**config.mk**
```make
export PLATFORM = sky130hd
export DESIGN_NAME = popv_top
export DESIGN_NICKNAME = d
export VERILOG_FILES = /design/src/verilog/popv_pkg.sv /design/src/verilog/popv_pulse_gen.sv /design/src/verilog/popv_top.sv
export SDC_FILE = /design/constraint.sdc
export NUM_CORES = 2
export LEC_CHECK = 0
export BUFFER_PORTS_ARGS = -buffer_cell sky130_fd_sc_hd__buf_4
export CAP_MARGIN = 20
export CORE_ASPECT_RATIO = 1.75
export CORE_MARGIN = 2
export CORE_UTILIZATION = 51
export CTS_BUF_LIST = sky130_fd_sc_hd__clkbuf_4 sky130_fd_sc_hd__clkbuf_8
export CTS_CLUSTER_SIZE = 14
export DETAILED_ROUTE_END_ITERATION = 10
export PLACE_DENSITY = 0.65
export SLEW_MARGIN = 40
export SYNTH_ARGS = -nofsm -noshare
export SYNTH_HDL_FRONTEND = slang
export SYNTH_SLANG_ARGS = --single-unit
export TNS_END_PERCENT = 30
```
**constraint.sdc**
```tcl
create_clock -name clk_sys -period 42.9 [get_ports clk_sys]
set_input_delay 0 -clock clk_sys [delete_from_list [all_inputs] [get_ports clk_sys]]
set_output_delay 0 -clock clk_sys [all_outputs]
set_load 0.005 [all_outputs]
```
**src/verilog/popv_pkg.sv**
```systemverilog
// package of shared constants and types for the pulse output block
// assumes a single 25 MHz system clock and an AXI4-Lite register bus
package popv_pkg;

  // timing
  localparam int CLK_HZ = 25000000;
  localparam int CLK_PERIOD_NS = 40;
  localparam int CMD_SETTLE_NS = 200;
  localparam int CMD_SETTLE_CYCLES = (CMD_SETTLE_NS + CLK_PERIOD_NS - 1) / CLK_PERIOD_NS;

  // register byte offsets
  localparam logic [7:0] OFF_CTRL = 8'h00;
  localparam logic [7:0] OFF_OUTSEL = 8'h04;
  localparam logic [7:0] OFF_FREQ = 8'h08;
  localparam logic [7:0] OFF_DUTY = 8'h0C;
  localparam logic [7:0] OFF_TARGET = 8'h10;
  localparam logic [7:0] OFF_FUNC = 8'h14;
  localparam logic [7:0] OFF_STEPS = 8'h18;
  localparam logic [7:0] OFF_STATUS = 8'h1C;
  localparam logic [7:0] OFF_ERRCODE = 8'h20;
  localparam logic [7:0] OFF_IRQ_STAT = 8'h24;
  localparam logic [7:0] OFF_IRQ_MASK = 8'h28;
  localparam logic [7:0] OFF_ENABLE = 8'h2C;

  // field positions
  localparam int CTRL_POS_BIT = 0;
  localparam int CTRL_VEL_BIT = 1;
  localparam int STAT_SUCCESS_BIT = 0;
  localparam int STAT_ERROR_BIT = 1;
  localparam int STAT_BUSY_BIT = 2;
  localparam int STAT_RUN_LSB = 4;
  localparam int IRQ_DONE_BIT = 0;
  localparam int IRQ_ERR_BIT = 1;
  localparam int EN_OUT_LSB = 0;
  localparam int EN_DIR_LSB = 4;
  localparam int FUNC_GT_BIT = 4;

  // reset values
  localparam logic [31:0] RESET_ZERO = 32'h0000_0000;
  localparam logic [1:0] RESET_IRQ_MASK = 2'h0;

  // parameter limits
  localparam logic [31:0] FREQ_MIN_HZ = 32'h0000_0014;
  localparam logic [31:0] DUTY_MAX = 32'h0000_0063;
  localparam logic [31:0] DUTY_DEFAULT = 32'h0000_0032;
  localparam logic [31:0] TARGET_MAX = 32'h7FFF_4020;
  localparam logic [31:0] STEPS_CONTINUOUS = 32'hFFFF_FFFF;
  localparam logic [31:0] OUTSEL_MAX = 32'h0000_0003;
  localparam logic [3:0] FUNC_HI_MAX = 4'h1;
  localparam logic [3:0] FUNC_LO_MAX = 4'h3;

  // extended error codes
  localparam logic [15:0] ERR_NONE = 16'h0000;
  localparam logic [15:0] ERR_UNKNOWN_CMD = 16'h0064;
  localparam logic [15:0] ERR_FUNC_INVALID = 16'h006A;
  localparam logic [15:0] ERR_FUNC_RANGE = 16'h006B;
  localparam logic [15:0] ERR_REG_RANGE = 16'h006F;

  typedef enum logic {MODE_POSITION, MODE_VELOCITY} popv_mode_type;

  typedef struct packed {
    popv_mode_type mode;
    logic [17:0] freqHz;
    logic [24:0] thresh;
    logic [31:0] steps;
    logic [31:0] target;
    logic [7:0] func;
  } popv_cfg_type;

endpackage

```
**src/verilog/popv_pulse_gen.sv**
```systemverilog
// one pulse output resource: phase accumulator step generator
// assumes cfgIn is stable in the cycle that load is high
`timescale 1ns/10ps
module popv_pulse_gen
#(
  parameter int CLK_HZ = popv_pkg::CLK_HZ
)
(
  // clock and reset
  input wire logic clk_sys,
  input wire logic rstSync_n,
  // command load
  input wire logic load,
  input popv_pkg::popv_cfg_type cfgIn,
  input wire logic enable,
  // encoder counts, two channels by two functions
  input wire logic [3:0][31:0] encCount,
  // outputs
  output logic stepOut,
  output logic running
);

  // the phase accumulator is 25 bits wide
  if (CLK_HZ < 100 || CLK_HZ > 33554431)
    $error("CLK_HZ outside what the phase accumulator holds");

  localparam logic [25:0] CLK_CNT = 26'(CLK_HZ);

  popv_pkg::popv_cfg_type cfgReg;
  logic activeReg;
  logic [24:0] accReg;
  logic [31:0] countReg;
  logic stepReg;
  logic [25:0] accSum;
  logic wrap;
  logic [31:0] cmpCnt;
  logic hit;
  logic stopNow;
  logic isCont;

  assign accSum = {1'b0, accReg} + {8'h00, cfgReg.freqHz};
  assign wrap = accSum >= CLK_CNT;
  assign isCont = cfgReg.steps == popv_pkg::STEPS_CONTINUOUS;
  assign cmpCnt = encCount[cfgReg.func[1:0]];
  // upper digit picks greater-than, lower digit picks channel/function
  assign hit = cfgReg.func[popv_pkg::FUNC_GT_BIT] ? (cmpCnt > cfgReg.target)
                                                  : (cmpCnt < cfgReg.target); // RULE_02
  always_comb
  begin
    if (cfgReg.mode == popv_pkg::MODE_POSITION)
      stopNow = hit; // RULE_07
    else
      stopNow = !isCont && enable && wrap && (countReg + 32'h1 >= cfgReg.steps); // RULE_11
  end

  always_ff @(posedge clk_sys or negedge rstSync_n)
  begin
    if (!rstSync_n)
    begin
      cfgReg <= '0;
      activeReg <= 1'b0;
      accReg <= '0;
      countReg <= '0;
    end
    else if (load)
    begin
      cfgReg <= cfgIn;
      // a zero step count in velocity mode has nothing to emit
      activeReg <= !(cfgIn.mode == popv_pkg::MODE_VELOCITY && cfgIn.steps == '0);
      accReg <= '0;
      countReg <= '0;
    end
    else if (activeReg)
    begin
      if (stopNow)
        activeReg <= 1'b0;
      // output pauses while disabled but keeps its phase and count
      if (enable)
      begin
        accReg <= wrap ? 25'(accSum - CLK_CNT) : accSum[24:0];
        if (wrap)
          countReg <= countReg + 32'h1;
      end
    end
  end

  always_ff @(posedge clk_sys or negedge rstSync_n)
  begin
    if (!rstSync_n)
      stepReg <= 1'b0;
    else
      stepReg <= activeReg && enable && !stopNow && (accReg < cfgReg.thresh); // RULE_06
  end

  assign stepOut = stepReg;
  assign running = activeReg;

endmodule // popv_pulse_gen

```
**src/verilog/popv_top.sv**
```systemverilog
// pulse output command block: position and velocity commands over AXI4-Lite
// assumes encoder counts arrive synchronous to clk_sys, one word per channel/function
//
// Overview of operation
// RULE_01: position request edge latches command and parameters
// RULE_02: selector digits choose compare sense and source
// RULE_03: command ends with exactly success or error
// RULE_04: error leaves a readable extended error code
// RULE_05: frequency in hertz, twenty up to maximum
// RULE_06: duty percent, zero means fifty percent
// RULE_07: position mode stops when comparison is satisfied
// RULE_08: output selector picks one of four outputs
// RULE_09: controller addresses module by its number
// RULE_10: velocity request edge latches command and parameters
// RULE_11: step count, all ones runs continuously
// RULE_12: negative step counts come from memory words
// RULE_13: controller keeps each workspace word private
// RULE_14: controller sets direction, then enables output
// RULE_15: module configured before any pulse command
// RULE_16: error code zero, hundred, kept until next
// RULE_17: new request edge clears success and error
`timescale 1ns/10ps
module popv_top
#(
  parameter int MAX_FREQ_HZ = 20000,
  parameter int NUM_OUTPUTS = 4
)
(
  // clock and reset
  input wire logic clk_sys,
  input wire logic rst_n,
  // axi4-lite write address and data
  input wire logic [7:0] s_axi_awaddr,
  input wire logic s_axi_awvalid,
  output logic s_axi_awready,
  input wire logic [31:0] s_axi_wdata,
  input wire logic [3:0] s_axi_wstrb,
  input wire logic s_axi_wvalid,
  output logic s_axi_wready,
  // axi4-lite write response
  output logic [1:0] s_axi_bresp,
  output logic s_axi_bvalid,
  input wire logic s_axi_bready,
  // axi4-lite read
  input wire logic [7:0] s_axi_araddr,
  input wire logic s_axi_arvalid,
  output logic s_axi_arready,
  output logic [31:0] s_axi_rdata,
  output logic [1:0] s_axi_rresp,
  output logic s_axi_rvalid,
  input wire logic s_axi_rready,
  // encoder inputs
  input wire logic [3:0][31:0] encCount,
  // motor drive
  output logic [3:0] stepOut,
  output logic [3:0] dirOut,
  // interrupt
  output logic irq
);

  if (MAX_FREQ_HZ < 20 || MAX_FREQ_HZ > 250000)
    $error("MAX_FREQ_HZ outside 20 to 250000");
  if (NUM_OUTPUTS != 4)
    $error("NUM_OUTPUTS must be 4");
  if (popv_pkg::CLK_HZ % 100 != 0)
    $error("clock rate must be a multiple of 100 Hz");

  localparam logic [31:0] FREQ_MAX = 32'(MAX_FREQ_HZ);
  localparam logic [24:0] THRESH_PER_PCT = 25'(popv_pkg::CLK_HZ / 100);
  localparam logic [3:0] SETTLE_LAST = 4'(popv_pkg::CMD_SETTLE_CYCLES - 1);
  localparam logic [1:0] RESP_OKAY = 2'h0;
  localparam logic [1:0] RESP_SLVERR = 2'h2;

  typedef enum logic [1:0] {ST_IDLE, ST_SETTLE, ST_REPORT} popv_state_type;

  // reset release through two flip-flops
  logic rstMeta_n;
  logic rstSync_n;
  always_ff @(posedge clk_sys or negedge rst_n)
  begin
    if (!rst_n)
    begin
      rstMeta_n <= 1'b0;
      rstSync_n <= 1'b0;
    end
    else
    begin
      rstMeta_n <= 1'b1;
      rstSync_n <= rstMeta_n;
    end
  end

  function automatic logic [31:0] mergeBytes(input logic [31:0] old, input logic [31:0] nw,
                                             input logic [3:0] strb);
    logic [31:0] res;
    res = old;
    for (int i = 0; i < 4; i++)
      if (strb[i])
        res[8*i +: 8] = nw[8*i +: 8];
    return res;
  endfunction

  // write channel capture; address and data taken in either order
  logic [7:0] awAddrReg;
  logic awHeldReg;
  logic [31:0] wDataReg;
  logic [3:0] wStrbReg;
  logic wHeldReg;
  logic bValidReg;
  logic [1:0] bRespReg;
  logic doWrite;
  logic wrMapped;

  assign s_axi_awready = !awHeldReg && !bValidReg;
  assign s_axi_wready = !wHeldReg && !bValidReg;
  assign doWrite = awHeldReg && wHeldReg && !bValidReg;
  assign s_axi_bvalid = bValidReg;
  assign s_axi_bresp = bRespReg;
  assign wrMapped = awAddrReg[1:0] == 2'h0 && awAddrReg <= popv_pkg::OFF_ENABLE
                    && awAddrReg != popv_pkg::OFF_STATUS && awAddrReg != popv_pkg::OFF_ERRCODE;

  always_ff @(posedge clk_sys or negedge rstSync_n)
  begin
    if (!rstSync_n)
    begin
      awAddrReg <= '0;
      awHeldReg <= 1'b0;
      wDataReg <= '0;
      wStrbReg <= '0;
      wHeldReg <= 1'b0;
      bValidReg <= 1'b0;
      bRespReg <= RESP_OKAY;
    end
    else
    begin
      if (s_axi_awvalid && s_axi_awready)
      begin
        awAddrReg <= s_axi_awaddr;
        awHeldReg <= 1'b1;
      end
      if (s_axi_wvalid && s_axi_wready)
      begin
        wDataReg <= s_axi_wdata;
        wStrbReg <= s_axi_wstrb;
        wHeldReg <= 1'b1;
      end
      if (doWrite)
      begin
        awHeldReg <= 1'b0;
        wHeldReg <= 1'b0;
        bValidReg <= 1'b1;
        bRespReg <= wrMapped ? RESP_OKAY : RESP_SLVERR;
      end
      else if (bValidReg && s_axi_bready)
        bValidReg <= 1'b0;
    end
  end

  // software registers
  logic [1:0] ctrlReg;
  logic [31:0] outSelReg;
  logic [31:0] freqReg;
  logic [31:0] dutyReg;
  logic [31:0] targetReg;
  logic [31:0] funcReg;
  logic [31:0] stepsReg;
  logic [1:0] irqMaskReg;
  logic [7:0] enableReg;

  always_ff @(posedge clk_sys or negedge rstSync_n)
  begin
    if (!rstSync_n)
    begin
      ctrlReg <= '0;
      outSelReg <= popv_pkg::RESET_ZERO;
      freqReg <= popv_pkg::RESET_ZERO;
      dutyReg <= popv_pkg::RESET_ZERO;
      targetReg <= popv_pkg::RESET_ZERO;
      funcReg <= popv_pkg::RESET_ZERO;
      stepsReg <= popv_pkg::RESET_ZERO;
      irqMaskReg <= popv_pkg::RESET_IRQ_MASK;
      enableReg <= '0;
    end
    else if (doWrite)
    begin
      case (awAddrReg)
        popv_pkg::OFF_CTRL: if (wStrbReg[0]) ctrlReg <= wDataReg[1:0];
        popv_pkg::OFF_OUTSEL: outSelReg <= mergeBytes(outSelReg, wDataReg, wStrbReg);
        popv_pkg::OFF_FREQ: freqReg <= mergeBytes(freqReg, wDataReg, wStrbReg);
        popv_pkg::OFF_DUTY: dutyReg <= mergeBytes(dutyReg, wDataReg, wStrbReg);
        popv_pkg::OFF_TARGET: targetReg <= mergeBytes(targetReg, wDataReg, wStrbReg);
        popv_pkg::OFF_FUNC: funcReg <= mergeBytes(funcReg, wDataReg, wStrbReg);
        popv_pkg::OFF_STEPS: stepsReg <= mergeBytes(stepsReg, wDataReg, wStrbReg);
        popv_pkg::OFF_IRQ_MASK: if (wStrbReg[0]) irqMaskReg <= wDataReg[1:0];
        popv_pkg::OFF_ENABLE: if (wStrbReg[0]) enableReg <= wDataReg[7:0];
        default: ;
      endcase
    end
  end

  // request edges
  logic [1:0] ctrlPrevReg;
  logic posEdge;
  logic velEdge;
  always_ff @(posedge clk_sys or negedge rstSync_n)
  begin
    if (!rstSync_n)
      ctrlPrevReg <= '0;
    else
      ctrlPrevReg <= ctrlReg;
  end
  assign posEdge = ctrlReg[popv_pkg::CTRL_POS_BIT] && !ctrlPrevReg[popv_pkg::CTRL_POS_BIT];
  assign velEdge = ctrlReg[popv_pkg::CTRL_VEL_BIT] && !ctrlPrevReg[popv_pkg::CTRL_VEL_BIT];

  // command sequencer
  popv_state_type stateReg;
  logic [3:0] settleReg;
  popv_pkg::popv_cfg_type cmdReg;
  logic [1:0] cmdOutReg;
  logic [15:0] pendErrReg;
  logic successReg;
  logic errorReg;
  logic [15:0] errCodeReg;
  logic [3:0] loadVec;
  logic doneEvt;
  logic errEvt;
  logic [15:0] checkErr;
  logic [31:0] dutyEff;

  // zero duty is the same as fifty percent
  assign dutyEff = (dutyReg == '0) ? popv_pkg::DUTY_DEFAULT : dutyReg; // RULE_06

  always_comb
  begin
    checkErr = popv_pkg::ERR_NONE;
    if (posEdge && velEdge)
      checkErr = popv_pkg::ERR_UNKNOWN_CMD; // RULE_16
    else if (outSelReg > popv_pkg::OUTSEL_MAX) // RULE_08
      checkErr = popv_pkg::ERR_REG_RANGE;
    else if (freqReg < popv_pkg::FREQ_MIN_HZ || freqReg > FREQ_MAX) // RULE_05
      checkErr = popv_pkg::ERR_REG_RANGE;
    else if (dutyReg > popv_pkg::DUTY_MAX)
      checkErr = popv_pkg::ERR_REG_RANGE;
    else if (posEdge && (funcReg[31:8] != '0 || funcReg[7:4] > popv_pkg::FUNC_HI_MAX))
      checkErr = popv_pkg::ERR_FUNC_INVALID; // RULE_02
    else if (posEdge && funcReg[3:0] > popv_pkg::FUNC_LO_MAX)
      checkErr = popv_pkg::ERR_FUNC_RANGE;
    else if (posEdge && targetReg > popv_pkg::TARGET_MAX) // RULE_07
      checkErr = popv_pkg::ERR_REG_RANGE;
  end

  always_ff @(posedge clk_sys or negedge rstSync_n)
  begin
    if (!rstSync_n)
    begin
      stateReg <= ST_IDLE;
      settleReg <= '0;
      cmdReg <= '0;
      cmdOutReg <= '0;
      pendErrReg <= popv_pkg::ERR_NONE;
    end
    else
    begin
      case (stateReg)
        ST_IDLE:
          if (posEdge || velEdge) // RULE_01 RULE_10
          begin
            cmdReg.mode <= posEdge ? popv_pkg::MODE_POSITION : popv_pkg::MODE_VELOCITY;
            cmdReg.freqHz <= freqReg[17:0];
            cmdReg.thresh <= 25'(THRESH_PER_PCT * dutyEff[6:0]);
            cmdReg.steps <= stepsReg; // RULE_11
            cmdReg.target <= targetReg;
            cmdReg.func <= funcReg[7:0];
            cmdOutReg <= outSelReg[1:0];
            pendErrReg <= checkErr;
            settleReg <= '0;
            stateReg <= ST_SETTLE;
          end
        ST_SETTLE:
          // the command takes several cycles, as a scan-based controller expects
          if (settleReg == SETTLE_LAST)
            stateReg <= ST_REPORT; // RULE_03
          else
            settleReg <= settleReg + 4'h1;
        ST_REPORT:
          stateReg <= ST_IDLE;
        default:
          stateReg <= ST_IDLE;
      endcase
    end
  end

  assign doneEvt = stateReg == ST_REPORT;
  assign errEvt = doneEvt && pendErrReg != popv_pkg::ERR_NONE;
  assign loadVec = (doneEvt && !errEvt) ? (4'h1 << cmdOutReg) : 4'h0; // RULE_08

  // outcome flags and error code
  always_ff @(posedge clk_sys or negedge rstSync_n)
  begin
    if (!rstSync_n)
    begin
      successReg <= 1'b0;
      errorReg <= 1'b0;
      errCodeReg <= popv_pkg::ERR_NONE;
    end
    else if (stateReg == ST_IDLE && (posEdge || velEdge))
    begin
      successReg <= 1'b0; // RULE_17
      errorReg <= 1'b0;
      errCodeReg <= popv_pkg::ERR_NONE; // RULE_16
    end
    else if (doneEvt)
    begin
      successReg <= !errEvt; // RULE_03
      errorReg <= errEvt;
      errCodeReg <= pendErrReg; // RULE_04
    end
  end

  // sticky interrupt status, write one to clear, a new event wins
  logic [1:0] irqStatReg;
  logic [1:0] irqSet;
  logic [1:0] irqClr;
  assign irqSet = {errEvt, doneEvt};
  assign irqClr = (doWrite && awAddrReg == popv_pkg::OFF_IRQ_STAT && wStrbReg[0])
                  ? wDataReg[1:0] : 2'h0;
  always_ff @(posedge clk_sys or negedge rstSync_n)
  begin
    if (!rstSync_n)
      irqStatReg <= '0;
    else
      irqStatReg <= (irqStatReg & ~irqClr) | irqSet;
  end
  assign irq = |(irqStatReg & irqMaskReg);

  // pulse output resources
  logic [3:0] runVec;
  for (genvar g = 0; g < NUM_OUTPUTS; g++)
  begin : gen_out
    popv_pulse_gen #(.CLK_HZ(popv_pkg::CLK_HZ)) u_gen (
      .clk_sys(clk_sys),
      .rstSync_n(rstSync_n),
      .load(loadVec[g]),
      .cfgIn(cmdReg),
      .enable(enableReg[popv_pkg::EN_OUT_LSB + g]),
      .encCount(encCount),
      .stepOut(stepOut[g]),
      .running(runVec[g])
    );
  end

  // direction is software owned; it is set before enabling the output
  always_ff @(posedge clk_sys or negedge rstSync_n)
  begin
    if (!rstSync_n)
      dirOut <= '0;
    else
      dirOut <= enableReg[popv_pkg::EN_DIR_LSB +: 4];
  end

  // read channel
  logic rValidReg;
  logic [31:0] rDataReg;
  logic [1:0] rRespReg;
  logic [31:0] rdMux;
  logic rdMapped;
  assign s_axi_arready = !rValidReg;
  assign s_axi_rvalid = rValidReg;
  assign s_axi_rdata = rDataReg;
  assign s_axi_rresp = rRespReg;

  always_comb
  begin
    rdMux = '0;
    rdMapped = 1'b1;
    case (s_axi_araddr)
      popv_pkg::OFF_CTRL: rdMux = {30'h0, ctrlReg};
      popv_pkg::OFF_OUTSEL: rdMux = outSelReg;
      popv_pkg::OFF_FREQ: rdMux = freqReg;
      popv_pkg::OFF_DUTY: rdMux = dutyReg;
      popv_pkg::OFF_TARGET: rdMux = targetReg;
      popv_pkg::OFF_FUNC: rdMux = funcReg;
      popv_pkg::OFF_STEPS: rdMux = stepsReg;
      popv_pkg::OFF_STATUS: rdMux = {24'h0, runVec, 1'b0, stateReg != ST_IDLE,
                                     errorReg, successReg};
      popv_pkg::OFF_ERRCODE: rdMux = {16'h0, errCodeReg}; // RULE_04
      popv_pkg::OFF_IRQ_STAT: rdMux = {30'h0, irqStatReg};
      popv_pkg::OFF_IRQ_MASK: rdMux = {30'h0, irqMaskReg};
      popv_pkg::OFF_ENABLE: rdMux = {24'h0, enableReg};
      default: rdMapped = 1'b0;
    endcase
  end

  always_ff @(posedge clk_sys or negedge rstSync_n)
  begin
    if (!rstSync_n)
    begin
      rValidReg <= 1'b0;
      rDataReg <= '0;
      rRespReg <= RESP_OKAY;
    end
    else if (s_axi_arvalid && s_axi_arready)
    begin
      rValidReg <= 1'b1;
      rDataReg <= rdMux;
      rRespReg <= rdMapped ? RESP_OKAY : RESP_SLVERR;
    end
    else if (rValidReg && s_axi_rready)
      rValidReg <= 1'b0;
  end

endmodule // popv_top

```
==> impl_metrics.yaml <==
run_status:
  status: "completed"
logic_synthesis:
  synth_area_um2: 64280
  synth_top_family_by_area: "simple AND/OR/NAND/NOR gates"
  synth_compound_area_frac: 0.1296
  yosys_warnings: 0
  ys_seq_elements: 1085
  synthMuxAreaShare: 0.09088
  synthSimpleGateAreaFrac: 0.1669
  synth_fa_ha_area_frac: 0.09646
  synth_edf_count: 0
  synthCells: 6762
  async_flop_share: 1.000
  ys_types: 97
  syn_area_per_cell_um2: 9.506
  synth-main-ff-cell: "dfrtp_1"
  synthXorXnorAreaFrac: 0.05055
  seq_area_frac_synth: 0.4224
sta:
  fin_crit_ns: 5.769
  setup_viol: 0
  maxSlewHeadroom: 0.3798
  hold_slack_ns: 0.1587
  drv_slew: 0
  skew_ns: 0.07876
  tightest_slew_ns: 0.9218
  report.final.hold_viol_count: 0
  finalCritPeriodShare: 0.1345
  setup_ws_ns: 37.13
  rsz0062_at_grt: "no"
  fmax_mhz: 173.3
  fin_tns_setup_ns: 0
routing:
  drt_iter0_markers: 4263
  vias: 53160
  wl_mm: 219.2
  post_drt_wl_per_cell_um: 24.69
  first_pass_iters: 6
  vias_per_cell: 5.988
  antenna_left: 0
  remaining_drc_errors: 0
global_route:
  grt_usage: 0.3421
  grt_max_degree: 176
  grt.busiest_layer: "met2"
  met2_usage: 0.5972
  grt_overflow: 0
  use_met3: 0.05218
  grt_pass1_wl_mm: 329.9
  antenna_found_initial: 8
  grt_pass1_vias: 53790
  use_met1: 0.3709
clock_network:
  post-cts-setup-buffers: 0
  cts_max_level: 4
  cts_tree: "built"
  cts_root_buffer: "clkbuf_8"
  cts.sinks: 1085
  clkTransAtPathRegs_ns: 0.07
  clk_latency_ns: 0.94
  cts_buffers: 164
  cts.path.max_buffers: 3
floorplan:
  core_region_area_um2: 125300
  num_rows: 172
  die-area_um2: 129000
  dieWidth_um: 272.4
  initial_core_util: 0.5132
  boundaryPins: 237
  fp.dieH_um: 473.7
final_layout:
  drive_above_1_share: 0.1495
  layout.nets: 7759
  synthToLayoutAreaGrowth_pct: 13.62
worst_hold_path:
  hp-class: "in2reg"
critical_path:
  crit_end: "cmdReg[95]"
  r2r_cells: 19
  worstPathMaxFanout: 6
  rr_startpoint: "dutyReg[26]"
  cp-end-kind: "flop"
  startpoint_type: "flop"
  path_class: "reg2reg"
  r2r_end: "cmdReg[95]"
  cp-startpoint: "dutyReg[26]"
  r2r_slack_ns: 37.13
  arrival_ns: 6.53
  worstPathRequired_ns: 43.66
placed_design:
  post-place-ws_ns: 37.18
  hpwl_mm: 161.0
  gp_congestion: 0.9973
  port_buffers: 234
power_and_ir_drop:
  clockPowerShare: 0.294
  intPower_uw: 2120
  ir_drop_mv: 0.09303
  power_frac_seq: 0.381
  pwr_density_cell_nw_per_um2: 45.43
  power.switching_uw: 1198
  power_uw: 3318
  p_leak_uw: 0.03440
  swShare: 0.3612
  p_comb_frac: 0.325
run:
  cap_violations: 0
==> what timing repair did <==
action	4_1_cts	5_1_grt
hold buffers	155	0
endpoints found under the hold margin	83	0
gates resized for setup	0	0
==> routing by layer <==
metal  routed length [um]  part of all wire
met1                77780              0.35
met2               108700              0.50
met3                12040             0.055
met4                20550             0.094
met5                   50           0.00023
==> cells by family after synthesis <==
family          Yosys count
xor+xnor                371
compound gates         1343
other cells               2
buf+inv                 720
simple gates           2363
fa+ha+maj               486
mux                     392
flops                  1085
==> registers in the layout, indices dropped and copies added, names as in the netlist, 32 cells and up <==
signal and flops:
cmdReg 107, targetReg 32, gen_out.u_gen.countReg 128, dutyReg 32, wDataReg 32, freqReg 32, gen_out.u_gen.accReg 100, outSelReg 32
funcReg 32, stepsReg 32, gen_out.u_gen.cfgReg 428, s_axi_rdata 32
==> worst min path at each step <==
stage | from | cells after the start | endpoint | slack (ns)
floorplan | rst_n | 0 | rstMeta_n | -0.30
global placement | rst_n | 1 | rstMeta_n | -0.22
detailed placement | rst_n | 1 | rstMeta_n | -0.22
CTS | s_axi_arvalid | 4 | s_axi_rdata[4] | 0.06
global route | s_axi_arvalid | 4 | s_axi_rdata[4] | 0.18
finish | s_axi_arvalid | 4 | s_axi_rdata[4] | 0.16
==> through the flow <==
step | area (um^2) | cells | utilization
2_1_floorplan | 64290 | 6763 | -
3_3_place_gp | 67520 | 8412 | 0.5390
3_5_place_dp | 67720 | 8417 | 0.5407
4_1_cts | 72990 | 8871 | 0.5828
5_1_grt | 73030 | 8874 | 0.5831
6_report | 73040 | 8877 | 0.5831
==> synth_stat cells (11+ instances only) <==
| library cell | n | area share |
|---|---|---|
| nor4_1 | 61 | 0.0059 |
| or3_1 | 27 | 0.0026 |
| clkbuf_1 | 245 | 0.014 |
| a221oi_1 | 37 | 0.0050 |
| xnor2_1 | 162 | 0.022 |
| nand3_1 | 143 | 0.011 |
| buf_2 | 27 | 0.0021 |
| ha_1 | 470 | 0.091 |
| buf_1 | 23 | 0.0013 |
| nand2_1 | 1266 | 0.074 |
| o21a_1 | 32 | 0.0037 |
| a22oi_1 | 28 | 0.0033 |
| o31ai_1 | 14 | 0.0016 |
| a21oi_1 | 268 | 0.021 |
| o211ai_1 | 21 | 0.0025 |
| o21bai_1 | 13 | 0.0015 |
| mux2i_1 | 11 | 0.0017 |
| mux4_2 | 128 | 0.045 |
| fa_1 | 16 | 0.0050 |
| inv_1 | 415 | 0.024 |
| o2111ai_1 | 13 | 0.0018 |
| o21ai_0 | 551 | 0.043 |
| a211oi_1 | 37 | 0.0043 |
| o21ai_1 | 21 | 0.0016 |
| a221o_1 | 20 | 0.0031 |
| nor2b_1 | 57 | 0.0055 |
| dfrtp_1 | 1085 | 0.42 |
| a21o_1 | 106 | 0.012 |
| a22o_1 | 28 | 0.0038 |
| a31o_2 | 12 | 0.0016 |
| nor3b_1 | 11 | 0.0013 |
| a31oi_1 | 37 | 0.0036 |
| nand2b_1 | 67 | 0.0065 |
| nor3_1 | 61 | 0.0047 |
| or2_2 | 17 | 0.0017 |
| and2_1 | 32 | 0.0031 |
| and4_1 | 12 | 0.0016 |
| and3_1 | 77 | 0.0075 |
| nand4_1 | 122 | 0.012 |
| nor2_1 | 338 | 0.020 |
| or4_1 | 21 | 0.0025 |
| xor2_1 | 209 | 0.028 |
| mux2_2 | 253 | 0.044 |
==> cell usage in the layout, fill, tap and decap left out, drive strengths merged, types with 67 or more instances in the layout <==
master / n
nand2: 1268
dfrtp: 1085
o21ai: 573
ha: 470
inv: 426
nor2: 339
buf: 306
a21oi: 271
mux2: 253
clkbuf: 252
xor2: 209
xnor2: 162
dlygate4sd3: 155
nand3: 143
mux4: 128
nand4: 122
a21o: 106
and3: 77
nand2b: 67
==> power by group through the flow <==
stage / sequential, uW / clock, uW / combinational (uW)
final: 1260 / 975 / 1080
after global routing: 1260 / 1030 / 1190
after CTS: 1260 / 990 / 1070
after detailed placement: 1270 / 0 / 1010
after global placement: 1270 / 0 / 1020
after floorplan: 1190 / 0 / 761
==> worst max-delay path, stage by stage, from the launching register on <==
cell	delay (ns)
dfrtp_1	0.39
nor4_1	0.45
nand4_1	0.47
nor4_1	0.47
or2_2	0.28
fa_1	0.45
ha_1	0.29
inv_1	0.05
fa_1	0.49
fa_1	0.51
inv_1	0.04
ha_1	0.30
inv_1	0.10
o21ai_0	0.10
a21oi_1	0.25
nor2b_1	0.10
or4_1	0.42
a31oi_1	0.22
xor2_1	0.16
o21ai_0	0.08
==> area by class of cell <==
class,instances,area (um^2)
diodes,5,12.51
clock buffers,251,3173
clock inverters,48,541.8
fillers,11000,52210
inverters,415,1558
multi-input cells,4958,34460
flip-flops and latches,1085,27160
well taps,1653,2068
repair buffers,462,4059
Power figures use the tool's default switching activity.
